===== src/hdl/svi_map.vh =====
// Purpose: register map and field positions of the undervoltage monitor
// Assumes: AXI4-Lite byte addresses, one aligned 32-bit word per register
// Notes:   offsets below are block-local
`ifndef SVI_MAP_VH
`define SVI_MAP_VH

`define SVI_OFF_STATUS    8'h00
`define SVI_OFF_CONFIG    8'h04
`define SVI_OFF_EVT_STAT  8'h08
`define SVI_OFF_EVT_CLR   8'h0c
`define SVI_OFF_EVT_EN    8'h10

`define SVI_CFG_PWRD      0
`define SVI_CFG_RSTD      1
`define SVI_CFG_STOP      2
`define SVI_CFG_TRIP      3
`define SVI_CFG_RESET     4'h0

`define SVI_STAT_FLAG     0
`define SVI_STAT_LOCK     1

`define SVI_EVT_FALL      0
`define SVI_EVT_RISE      1
`define SVI_EVT_RST       2
`define SVI_EVT_W         3

`define SVI_RESP_OKAY     2'b00
`define SVI_RESP_SLVERR   2'b10

`endif


===== src/hdl/svi_supply_voltage_inhibit_ctrl.v =====
// Purpose: control logic around a supply comparator: status flag and reset request
// Assumes: comparator outputs are synchronous to clk
// Notes:   stop and wait mode levels come from the system controller
//
// Behaviour
// trip range select clear after reset
// hold reset request until supply above rising
// comparator drives software readable status flag
// monitor enabled out of reset by default
// power disable stops reset and status updates
// reset disable blocks reset request, flag works
// stop enable keeps monitor running in stop
// trip range bit selects upper or lower threshold
// both disables clear: reset below falling threshold
// trip range select is write once
// no interrupt request from monitor itself; evt_irq is raised from enabled event bits
// active in wait mode, reset may end it
// in stop active only if enabled there
// flag set below falling, clear above rising
// disabled monitor drops reset, holds flag
`timescale 1ns/1ps
`default_nettype none
`include "svi_map.vh"

module svi_supply_voltage_inhibit_ctrl (
	input  wire        clk,            // system clock, 100 MHz
	input  wire        rst_n,          // asynchronous reset, active low
	input  wire        below_falling,  // comparator: supply below falling threshold
	input  wire        above_rising,   // comparator: supply above rising threshold
	input  wire        stop_mode,      // device is in stop mode
	input  wire        wait_mode,      // device is in wait mode
	output wire        trip_range_sel, // selects the falling threshold range
	output reg         reset_request,  // system reset request
	output wire        evt_irq,        // level interrupt of the event status bits
	input  wire [7:0]  s_axi_awaddr,   // write address
	input  wire        s_axi_awvalid,  // write address valid
	output wire        s_axi_awready,  // write address ready
	input  wire [31:0] s_axi_wdata,    // write data
	input  wire [3:0]  s_axi_wstrb,    // write strobes
	input  wire        s_axi_wvalid,   // write data valid
	output wire        s_axi_wready,   // write data ready
	output reg  [1:0]  s_axi_bresp,    // write response
	output reg         s_axi_bvalid,   // write response valid
	input  wire        s_axi_bready,   // write response ready
	input  wire [7:0]  s_axi_araddr,   // read address
	input  wire        s_axi_arvalid,  // read address valid
	output wire        s_axi_arready,  // read address ready
	output reg  [31:0] s_axi_rdata,    // read data
	output reg  [1:0]  s_axi_rresp,    // read response
	output reg         s_axi_rvalid,   // read data valid
	input  wire        s_axi_rready    // read data ready
);

	reg         cfg_pwrd;      // monitor power disable
	reg         cfg_rstd;      // monitor reset disable
	reg         cfg_stop;      // monitor stop enable
	reg         cfg_trip;      // trip range select
	reg         trip_locked;   // trip range already written once
	reg         flag;          // below threshold flag
	reg  [2:0]  evt_stat;      // sticky event bits
	reg  [2:0]  evt_en;        // event enables
	reg  [7:0]  aw_addr;       // captured write address
	reg         aw_held;       // write address captured
	reg  [31:0] w_data;        // captured write data
	reg         w_strb0;       // byte lane 0 strobe
	reg         w_held;        // write data captured
	reg  [2:0]  evt_set;       // events this cycle
	reg  [2:0]  evt_clr;       // clears this cycle
	reg  [31:0] rd_word;       // read mux
	reg         rd_ok;         // read address mapped
	wire        active;        // monitor running
	wire        wr_fire;       // write performed this cycle
	wire        do_reset;      // reset condition
	reg         next_flag;     // flag after this edge
	reg         wr_ok;         // write address mapped
	wire [2:0]  next_evt_stat; // sticky event bits after this edge
	wire        low_hold;      // request held until supply recovers
	wire        cfg_wr;        // configuration word written
	wire        en_wr;         // event enable word written
	wire        clr_wr;        // event clear word written
	genvar      gi;            // event bit index

	// monitor runs unless powered down, or in stop without stop enable
	assign active = !cfg_pwrd && (!stop_mode || cfg_stop);
	// once requested, hold until the supply clears the rising threshold
	assign low_hold = reset_request && !above_rising;
	// request below the falling threshold unless resets are disabled
	assign do_reset = active && !cfg_rstd && (below_falling || low_hold);
	// range select straight from its configuration bit
	assign trip_range_sel = cfg_trip;

	// level interrupt from enabled sticky event bits
	assign evt_irq = |(evt_stat & evt_en);

	// write channel readies, address and data in either order
	assign s_axi_awready = !aw_held && !s_axi_bvalid;
	assign s_axi_wready  = !w_held && !s_axi_bvalid;
	// commit once both halves are held and no answer is pending
	assign wr_fire = aw_held && w_held && !s_axi_bvalid;

	// read address ready while no read answer is pending
	assign s_axi_arready = !s_axi_rvalid;

	// next flag: set below falling, clear above rising, else hold
	always @* begin
		next_flag = flag;
		if (active && below_falling) begin
			next_flag = 1'b1;
		end else if (active && above_rising) begin
			next_flag = 1'b0;
		end
	end

	// status flag with hysteresis, frozen while inactive
	always @(posedge clk or negedge rst_n) begin
		if (!rst_n) begin
			flag <= 1'b0;
		end else begin
			flag <= next_flag;
		end
	end

	// reset request, dropped one edge after the monitor stops
	always @(posedge clk or negedge rst_n) begin
		if (!rst_n) begin
			reset_request <= 1'b0;
		end else begin
			reset_request <= do_reset;
		end
	end

	// events: falling trip, rising recovery, reset issued
	always @* begin
		evt_set = 3'h0;
		evt_clr = 3'h0;
		evt_set[`SVI_EVT_FALL] = active && below_falling && !flag;
		evt_set[`SVI_EVT_RISE] = active && above_rising && flag;
		evt_set[`SVI_EVT_RST]  = do_reset && !reset_request;
		if (clr_wr) begin
			evt_clr = w_data[2:0];
		end
	end

	// sticky bits, one slice each; a set in the clearing cycle wins
	generate
		for (gi = 0; gi < `SVI_EVT_W; gi = gi + 1) begin : g_evt
			assign next_evt_stat[gi] = evt_set[gi] | (evt_stat[gi] & ~evt_clr[gi]);
		end
	endgenerate

	// event status register
	always @(posedge clk or negedge rst_n) begin
		if (!rst_n) begin
			evt_stat <= 3'h0;
		end else begin
			evt_stat <= next_evt_stat;
		end
	end

	// write decode, only byte lane 0 carries fields
	assign cfg_wr = wr_fire && w_strb0 && (aw_addr == `SVI_OFF_CONFIG);
	assign en_wr  = wr_fire && w_strb0 && (aw_addr == `SVI_OFF_EVT_EN);
	assign clr_wr = wr_fire && w_strb0 && (aw_addr == `SVI_OFF_EVT_CLR);

	// write address check, read-only words take writes and ignore them
	always @* begin
		case (aw_addr)
		`SVI_OFF_STATUS: begin
			wr_ok = 1'b1;
		end
		`SVI_OFF_CONFIG: begin
			wr_ok = 1'b1;
		end
		`SVI_OFF_EVT_STAT: begin
			wr_ok = 1'b1;
		end
		`SVI_OFF_EVT_CLR: begin
			wr_ok = 1'b1;
		end
		`SVI_OFF_EVT_EN: begin
			wr_ok = 1'b1;
		end
		default: begin
			wr_ok = 1'b0;
		end
		endcase
	end

	// write channel capture and response
	always @(posedge clk or negedge rst_n) begin
		if (!rst_n) begin
			aw_held <= 1'b0;
			w_held <= 1'b0;
			aw_addr <= 8'h00;
			w_data <= 32'h0;
			w_strb0 <= 1'b0;
			s_axi_bvalid <= 1'b0;
			s_axi_bresp <= `SVI_RESP_OKAY;
		end else begin
			if (s_axi_awvalid && s_axi_awready) begin
				aw_addr <= s_axi_awaddr;
				aw_held <= 1'b1;
			end
			if (s_axi_wvalid && s_axi_wready) begin
				w_data <= s_axi_wdata;
				w_strb0 <= s_axi_wstrb[0];
				w_held <= 1'b1;
			end
			if (s_axi_bvalid && s_axi_bready) begin
				s_axi_bvalid <= 1'b0;
			end
			// both halves held: commit and answer
			if (wr_fire) begin
				aw_held <= 1'b0;
				w_held <= 1'b0;
				s_axi_bvalid <= 1'b1;
				s_axi_bresp <= wr_ok ? `SVI_RESP_OKAY : `SVI_RESP_SLVERR;
			end
		end
	end

	// configuration word; defaults leave the monitor enabled
	always @(posedge clk or negedge rst_n) begin
		if (!rst_n) begin
			cfg_pwrd <= 1'b0;
			cfg_rstd <= 1'b0;
			cfg_stop <= 1'b0;
			cfg_trip <= 1'b0;
			trip_locked <= 1'b0;
		end else if (cfg_wr) begin
			cfg_pwrd <= w_data[`SVI_CFG_PWRD];
			cfg_rstd <= w_data[`SVI_CFG_RSTD];
			cfg_stop <= w_data[`SVI_CFG_STOP];
			trip_locked <= 1'b1;
			// range is fixed by the first write after reset, whatever its value
			if (!trip_locked) begin
				cfg_trip <= w_data[`SVI_CFG_TRIP];
			end
		end
	end

	// event enable word
	always @(posedge clk or negedge rst_n) begin
		if (!rst_n) begin
			evt_en <= 3'h0;
		end else if (en_wr) begin
			evt_en <= w_data[2:0];
		end
	end

	// read mux
	always @* begin
		rd_word = 32'h0;
		rd_ok = 1'b1;
		case (s_axi_araddr)
		`SVI_OFF_STATUS: begin
			rd_word[`SVI_STAT_FLAG] = flag;
			rd_word[`SVI_STAT_LOCK] = trip_locked;
		end
		`SVI_OFF_CONFIG: begin
			rd_word[`SVI_CFG_PWRD] = cfg_pwrd;
			rd_word[`SVI_CFG_RSTD] = cfg_rstd;
			rd_word[`SVI_CFG_STOP] = cfg_stop;
			rd_word[`SVI_CFG_TRIP] = cfg_trip;
		end
		`SVI_OFF_EVT_STAT: begin
			rd_word[2:0] = evt_stat;
		end
		`SVI_OFF_EVT_EN: begin
			rd_word[2:0] = evt_en;
		end
		`SVI_OFF_EVT_CLR: begin
			// clear word is write-only and reads as zero
			rd_word = 32'h0;
		end
		default: begin
			rd_ok = 1'b0;
		end
		endcase
	end

	// read answer valid, raised when the address is taken
	always @(posedge clk or negedge rst_n) begin
		if (!rst_n) begin
			s_axi_rvalid <= 1'b0;
		end else if (s_axi_arvalid && s_axi_arready) begin
			s_axi_rvalid <= 1'b1;
		end else if (s_axi_rvalid && s_axi_rready) begin
			s_axi_rvalid <= 1'b0;
		end
	end

	// read data and response, loaded when the address is taken
	always @(posedge clk or negedge rst_n) begin
		if (!rst_n) begin
			s_axi_rdata <= 32'h0;
			s_axi_rresp <= `SVI_RESP_OKAY;
		end else if (s_axi_arvalid && s_axi_arready) begin
			s_axi_rdata <= rd_word;
			s_axi_rresp <= rd_ok ? `SVI_RESP_OKAY : `SVI_RESP_SLVERR;
		end
	end

	// wait mode needs no gating: the monitor simply keeps running there
	wire unused_wait = wait_mode;

endmodule // svi_supply_voltage_inhibit_ctrl
`default_nettype wire


===== config.mk =====
export PLATFORM = sky130hd
export DESIGN_NAME = svi_supply_voltage_inhibit_ctrl
export DESIGN_NICKNAME = d
export VERILOG_FILES = /design/src/hdl/svi_supply_voltage_inhibit_ctrl.v
export VERILOG_INCLUDE_DIRS = /design/src /design/src/hdl
export SDC_FILE = /design/constraint.sdc
export NUM_CORES = 1
export LEC_CHECK = 0
export ABC_AREA = 1
export BUFFER_PORTS_ARGS = -buffer_cell sky130_fd_sc_hd__buf_2
export CAP_MARGIN = 25
export CORE_MARGIN = 2
export CORE_UTILIZATION = 50
export CTS_BUF_LIST = sky130_fd_sc_hd__clkbuf_4 sky130_fd_sc_hd__clkbuf_8
export CTS_CLUSTER_SIZE = 24
export DETAILED_ROUTE_END_ITERATION = 12
export PLACE_DENSITY_LB_ADDON = 0.1
export REMOVE_ABC_BUFFERS = 1
export SLEW_MARGIN = 20
export SYNTH_ARGS = -nofsm -noshare
export SYNTH_HDL_FRONTEND = slang
export SYNTH_SLANG_ARGS = --single-unit

===== constraint.sdc =====
create_clock -name clk -period 3.55 [get_ports clk]
set_clock_uncertainty 0.1 [all_clocks]
set_input_delay 0.1775 -clock clk [delete_from_list [all_inputs] [get_ports clk]]
set_output_delay 0.1775 -clock clk [all_outputs]
set_load 0.02 [all_outputs]

==> flow_metrics.tcl <==
set metrics [dict create \
    arrival_ns 1.50 \
    fp.dieH_um 66.7 \
    ctsLongestPathBuffers 2 \
    cts_buffers 5 \
    core_area_sq_mm 0.00372 \
    worstMarginPinSlew_ns 0.765 \
    cts_tree "yes" \
    status "finished, final reports clean" \
    finalHoldViolCount 0 \
    ys_seq_area_share_pct 45.8 \
    worst_slack_ns 2.11 \
    synth_area_leaders "dfrtp_1 (46%), buf_4 (12%), nand2_1 (9.7%), inv_1 (5.3%), nand3_1 (5.1%)" \
    initial_utilization_pct 53.0 \
    synth-seq-cells 36 \
    drive_gt1_share_pct 25.6 \
    dieWidth_um 66.7 \
    grt_max_degree 37 \
    leakage_nw 1.27 \
    num_vias 1527 \
    required_ns 3.61 \
    drv_slew 0 \
    finalSetupTns_ns 0 \
    reg2reg_depth 3 \
    post-place-ws_ns 2.11 \
    gp_congestion 0.842 \
    hold_path_end "s_axi_rvalid" \
    grt_pass1_wl_um 5800 \
    synthToLayoutAreaGrowth_pct 13.9 \
    cts_setup_buffers 0 \
    fin_cells 337 \
    drt_first_pass_iters 4 \
    yosysUniqueCellTypes 23 \
    cp-start-kind "flop" \
    syn_area_sq_mm 0.00197 \
    synthFlopType "dfrtp_1" \
    end_kind "flop" \
    synth-async-reset-ratio_pct 100 \
    dp_cells 327 \
    rows 22 \
    antenna_found_initial 0 \
    root_buffer "clkbuf_8" \
    viasPerCell 4.53 \
    p_total_mw 1.30 \
    hp-class "primary input to flop" \
    grt_overflow 0 \
    fin_nets 351 \
    fmax_mhz 697 \
    port_buffers 44 \
    yosys_warnings 0 \
    synth_top_area_share_pct 45.8 \
    r2r_start "s_axi_bvalid" \
    grt_pass1_vias 1372 \
    crit_slowest_cell "dfrtp_1" \
    cts.sink_count 36 \
    crit_chain "nor2_2 > nand2_1 > mux2_2" \
    wl_per_cell_um 9.83 \
    synth_top_area_cell "dfrtp_1" \
    path_class "flop to flop" \
    r2r_slack_ns 2.11 \
    cpLargestDelayFamily "flip-flops" \
    dp_hpwl_um 2570 \
    ioPinCount 107 \
    ctsResizeCount 0 \
    critPathBufInv 0 \
    synth_edf_count 0 \
    min_period_over_period_pct 40.4 \
    antenna_cells 0 \
    hold-path-cell-count 2 \
    wirelength_um 3310 \
    clkTransAtPathRegs_ns 0.07 \
    min_period_ns 1.44 \
    drc_errors 0 \
    grt_use_total_pct 17.2 \
    drtIter0Drc 79 \
    clk_latency_ns 0.27 \
    synth_cells 237 \
    peakVddDrop_uv 369 \
    syn_avg_cell_area_sq_um 8.30 \
    cts.htree.levels 2 \
    drv_cap 0 \
    worstPathMaxFanout 14 \
    slew_headroom_pct 49.0 \
    detail-route-antenna-nets 0 \
    die_area_sq_mm 0.00445 \
    r2r_end "aw_addr[7]" \
    cp_slowest_stage_delay_ns 0.44 \
    grt_setup_unrepaired "no" \
    setup_violations 0 \
    p_per_area_mw_per_mm2 580 \
    worstSetupStartpoint "s_axi_bvalid" \
    hold_start "s_axi_rready" \
]
==> placed cells by master (no fill, tap or decap) <==
| cell type | netlist | final |
|---|---|---|
| nor2_2 | 4 | 4 |
| o2bb2ai_1 | 1 | 1 |
| mux2_2 | 4 | 4 |
| inv_1 | 28 | 28 |
| nor2_8 | 1 | 1 |
| nand4_4 | 1 | 1 |
| dlygate4sd3_1 | 0 | 2 |
| nor3_2 | 1 | 1 |
| o21ai_0 | 9 | 9 |
| o21ai_2 | 3 | 3 |
| clkbuf_8 | 0 | 6 |
| nand4_1 | 2 | 2 |
| nand2_1 | 51 | 51 |
| nor2_4 | 1 | 1 |
| inv_2 | 2 | 2 |
| nand3_1 | 20 | 20 |
| buf_2 | 0 | 44 |
| clkbuf_4 | 0 | 2 |
| nor2_1 | 21 | 21 |
| conb_1 | 1 | 30 |
| o21ai_1 | 3 | 3 |
| nand3_4 | 1 | 1 |
| nand2_2 | 3 | 3 |
| a21oi_1 | 12 | 12 |
| dfrtp_1 | 36 | 36 |
| nand2_4 | 1 | 1 |
==> layout make-up <==
class	instances	area, sq um
fill	364	1470
tap	48	60.1
timing repair buffer	46	240
multi-input combinational	169	831
sequential	36	901
inverter	30	113
clock buffer	8	97.6
==> state kept, by name (all words and copies together) (netlist names), 3 cells and up <==
signal and count:
evt_en 3, w_data 4, aw_addr 8, s_axi_rdata 4, evt_stat 3
==> synth_stat cells, types with 2 or more instances <==
cell type,n
o21ai_0,9
mux2_2,4
o21ai_2,3
nor2_2,4
dfrtp_1,36
buf_4,31
inv_2,2
nand2_2,3
o21ai_1,3
nor2_1,21
inv_1,28
nand3_1,20
nand4_1,2
nand2_1,51
a21oi_1,12
==> per-layer routing <==
metal	global-route usage (%)	routed length, um	vias up	share of wire, %
met5	0	0	-	0
met4	6.89	46	0	1.4
met3	3.55	258	7	7.8
met2	27.8	1390	68	42
met1	22.7	1620	658	49
li1	-	-	794	-
==> how the worst max path moves through the flow <==
stage | cells past startpoint | endpoint | slack (ns)
after CTS | 3 | aw_addr[7] | 2.10
after global placement | 3 | aw_addr[5] | 2.12
after floorplan | 3 | aw_addr[4] | 1.97
after detailed placement | 3 | aw_addr[7] | 2.11
final | 3 | aw_addr[7] | 2.11
after global routing | 3 | aw_addr[7] | 1.98
==> per-stage QoR <==
| stage | instance area [sq um] | hold WS (ns) | utilization, % |
|---|---|---|---|
| after global routing | 2240 | 0.0168 | 60.3 |
| final | 2240 | 0.00330 | 60.3 |
| after floorplan | 1840 | -0.218 | - |
| after global placement | 2120 | 0.207 | 57.2 |
| after CTS | 2240 | 0.00274 | 60.3 |
| after detailed placement | 2120 | 0.202 | 57.2 |
==> logic make-up after synthesis <==
| family | count (synthesis) | synth area share, % |
|---|---|---|
| flops | 36 | 45.8 |
| other cells | 1 | 0.191 |
| mux | 4 | 2.29 |
| compound gates | 28 | 7.88 |
| buf+inv | 61 | 17.5 |
| simple gates | 107 | 26.3 |
==> power breakdown <==
group          total [mW]  switching (mW)  internal (mW)  leakage (nW)
combinational       0.407           0.272          0.136         0.784
sequential          0.592          0.0766          0.515         0.433
clock               0.302           0.128          0.173        0.0523
==> what timing repair did <==
action | CTS | global route
hold endpoints to repair | 37 | 0
hold buffers | 2 | 0
setup endpoints to repair | 0 | 0
No activity file was read; power rests on OpenSTA's default activity.
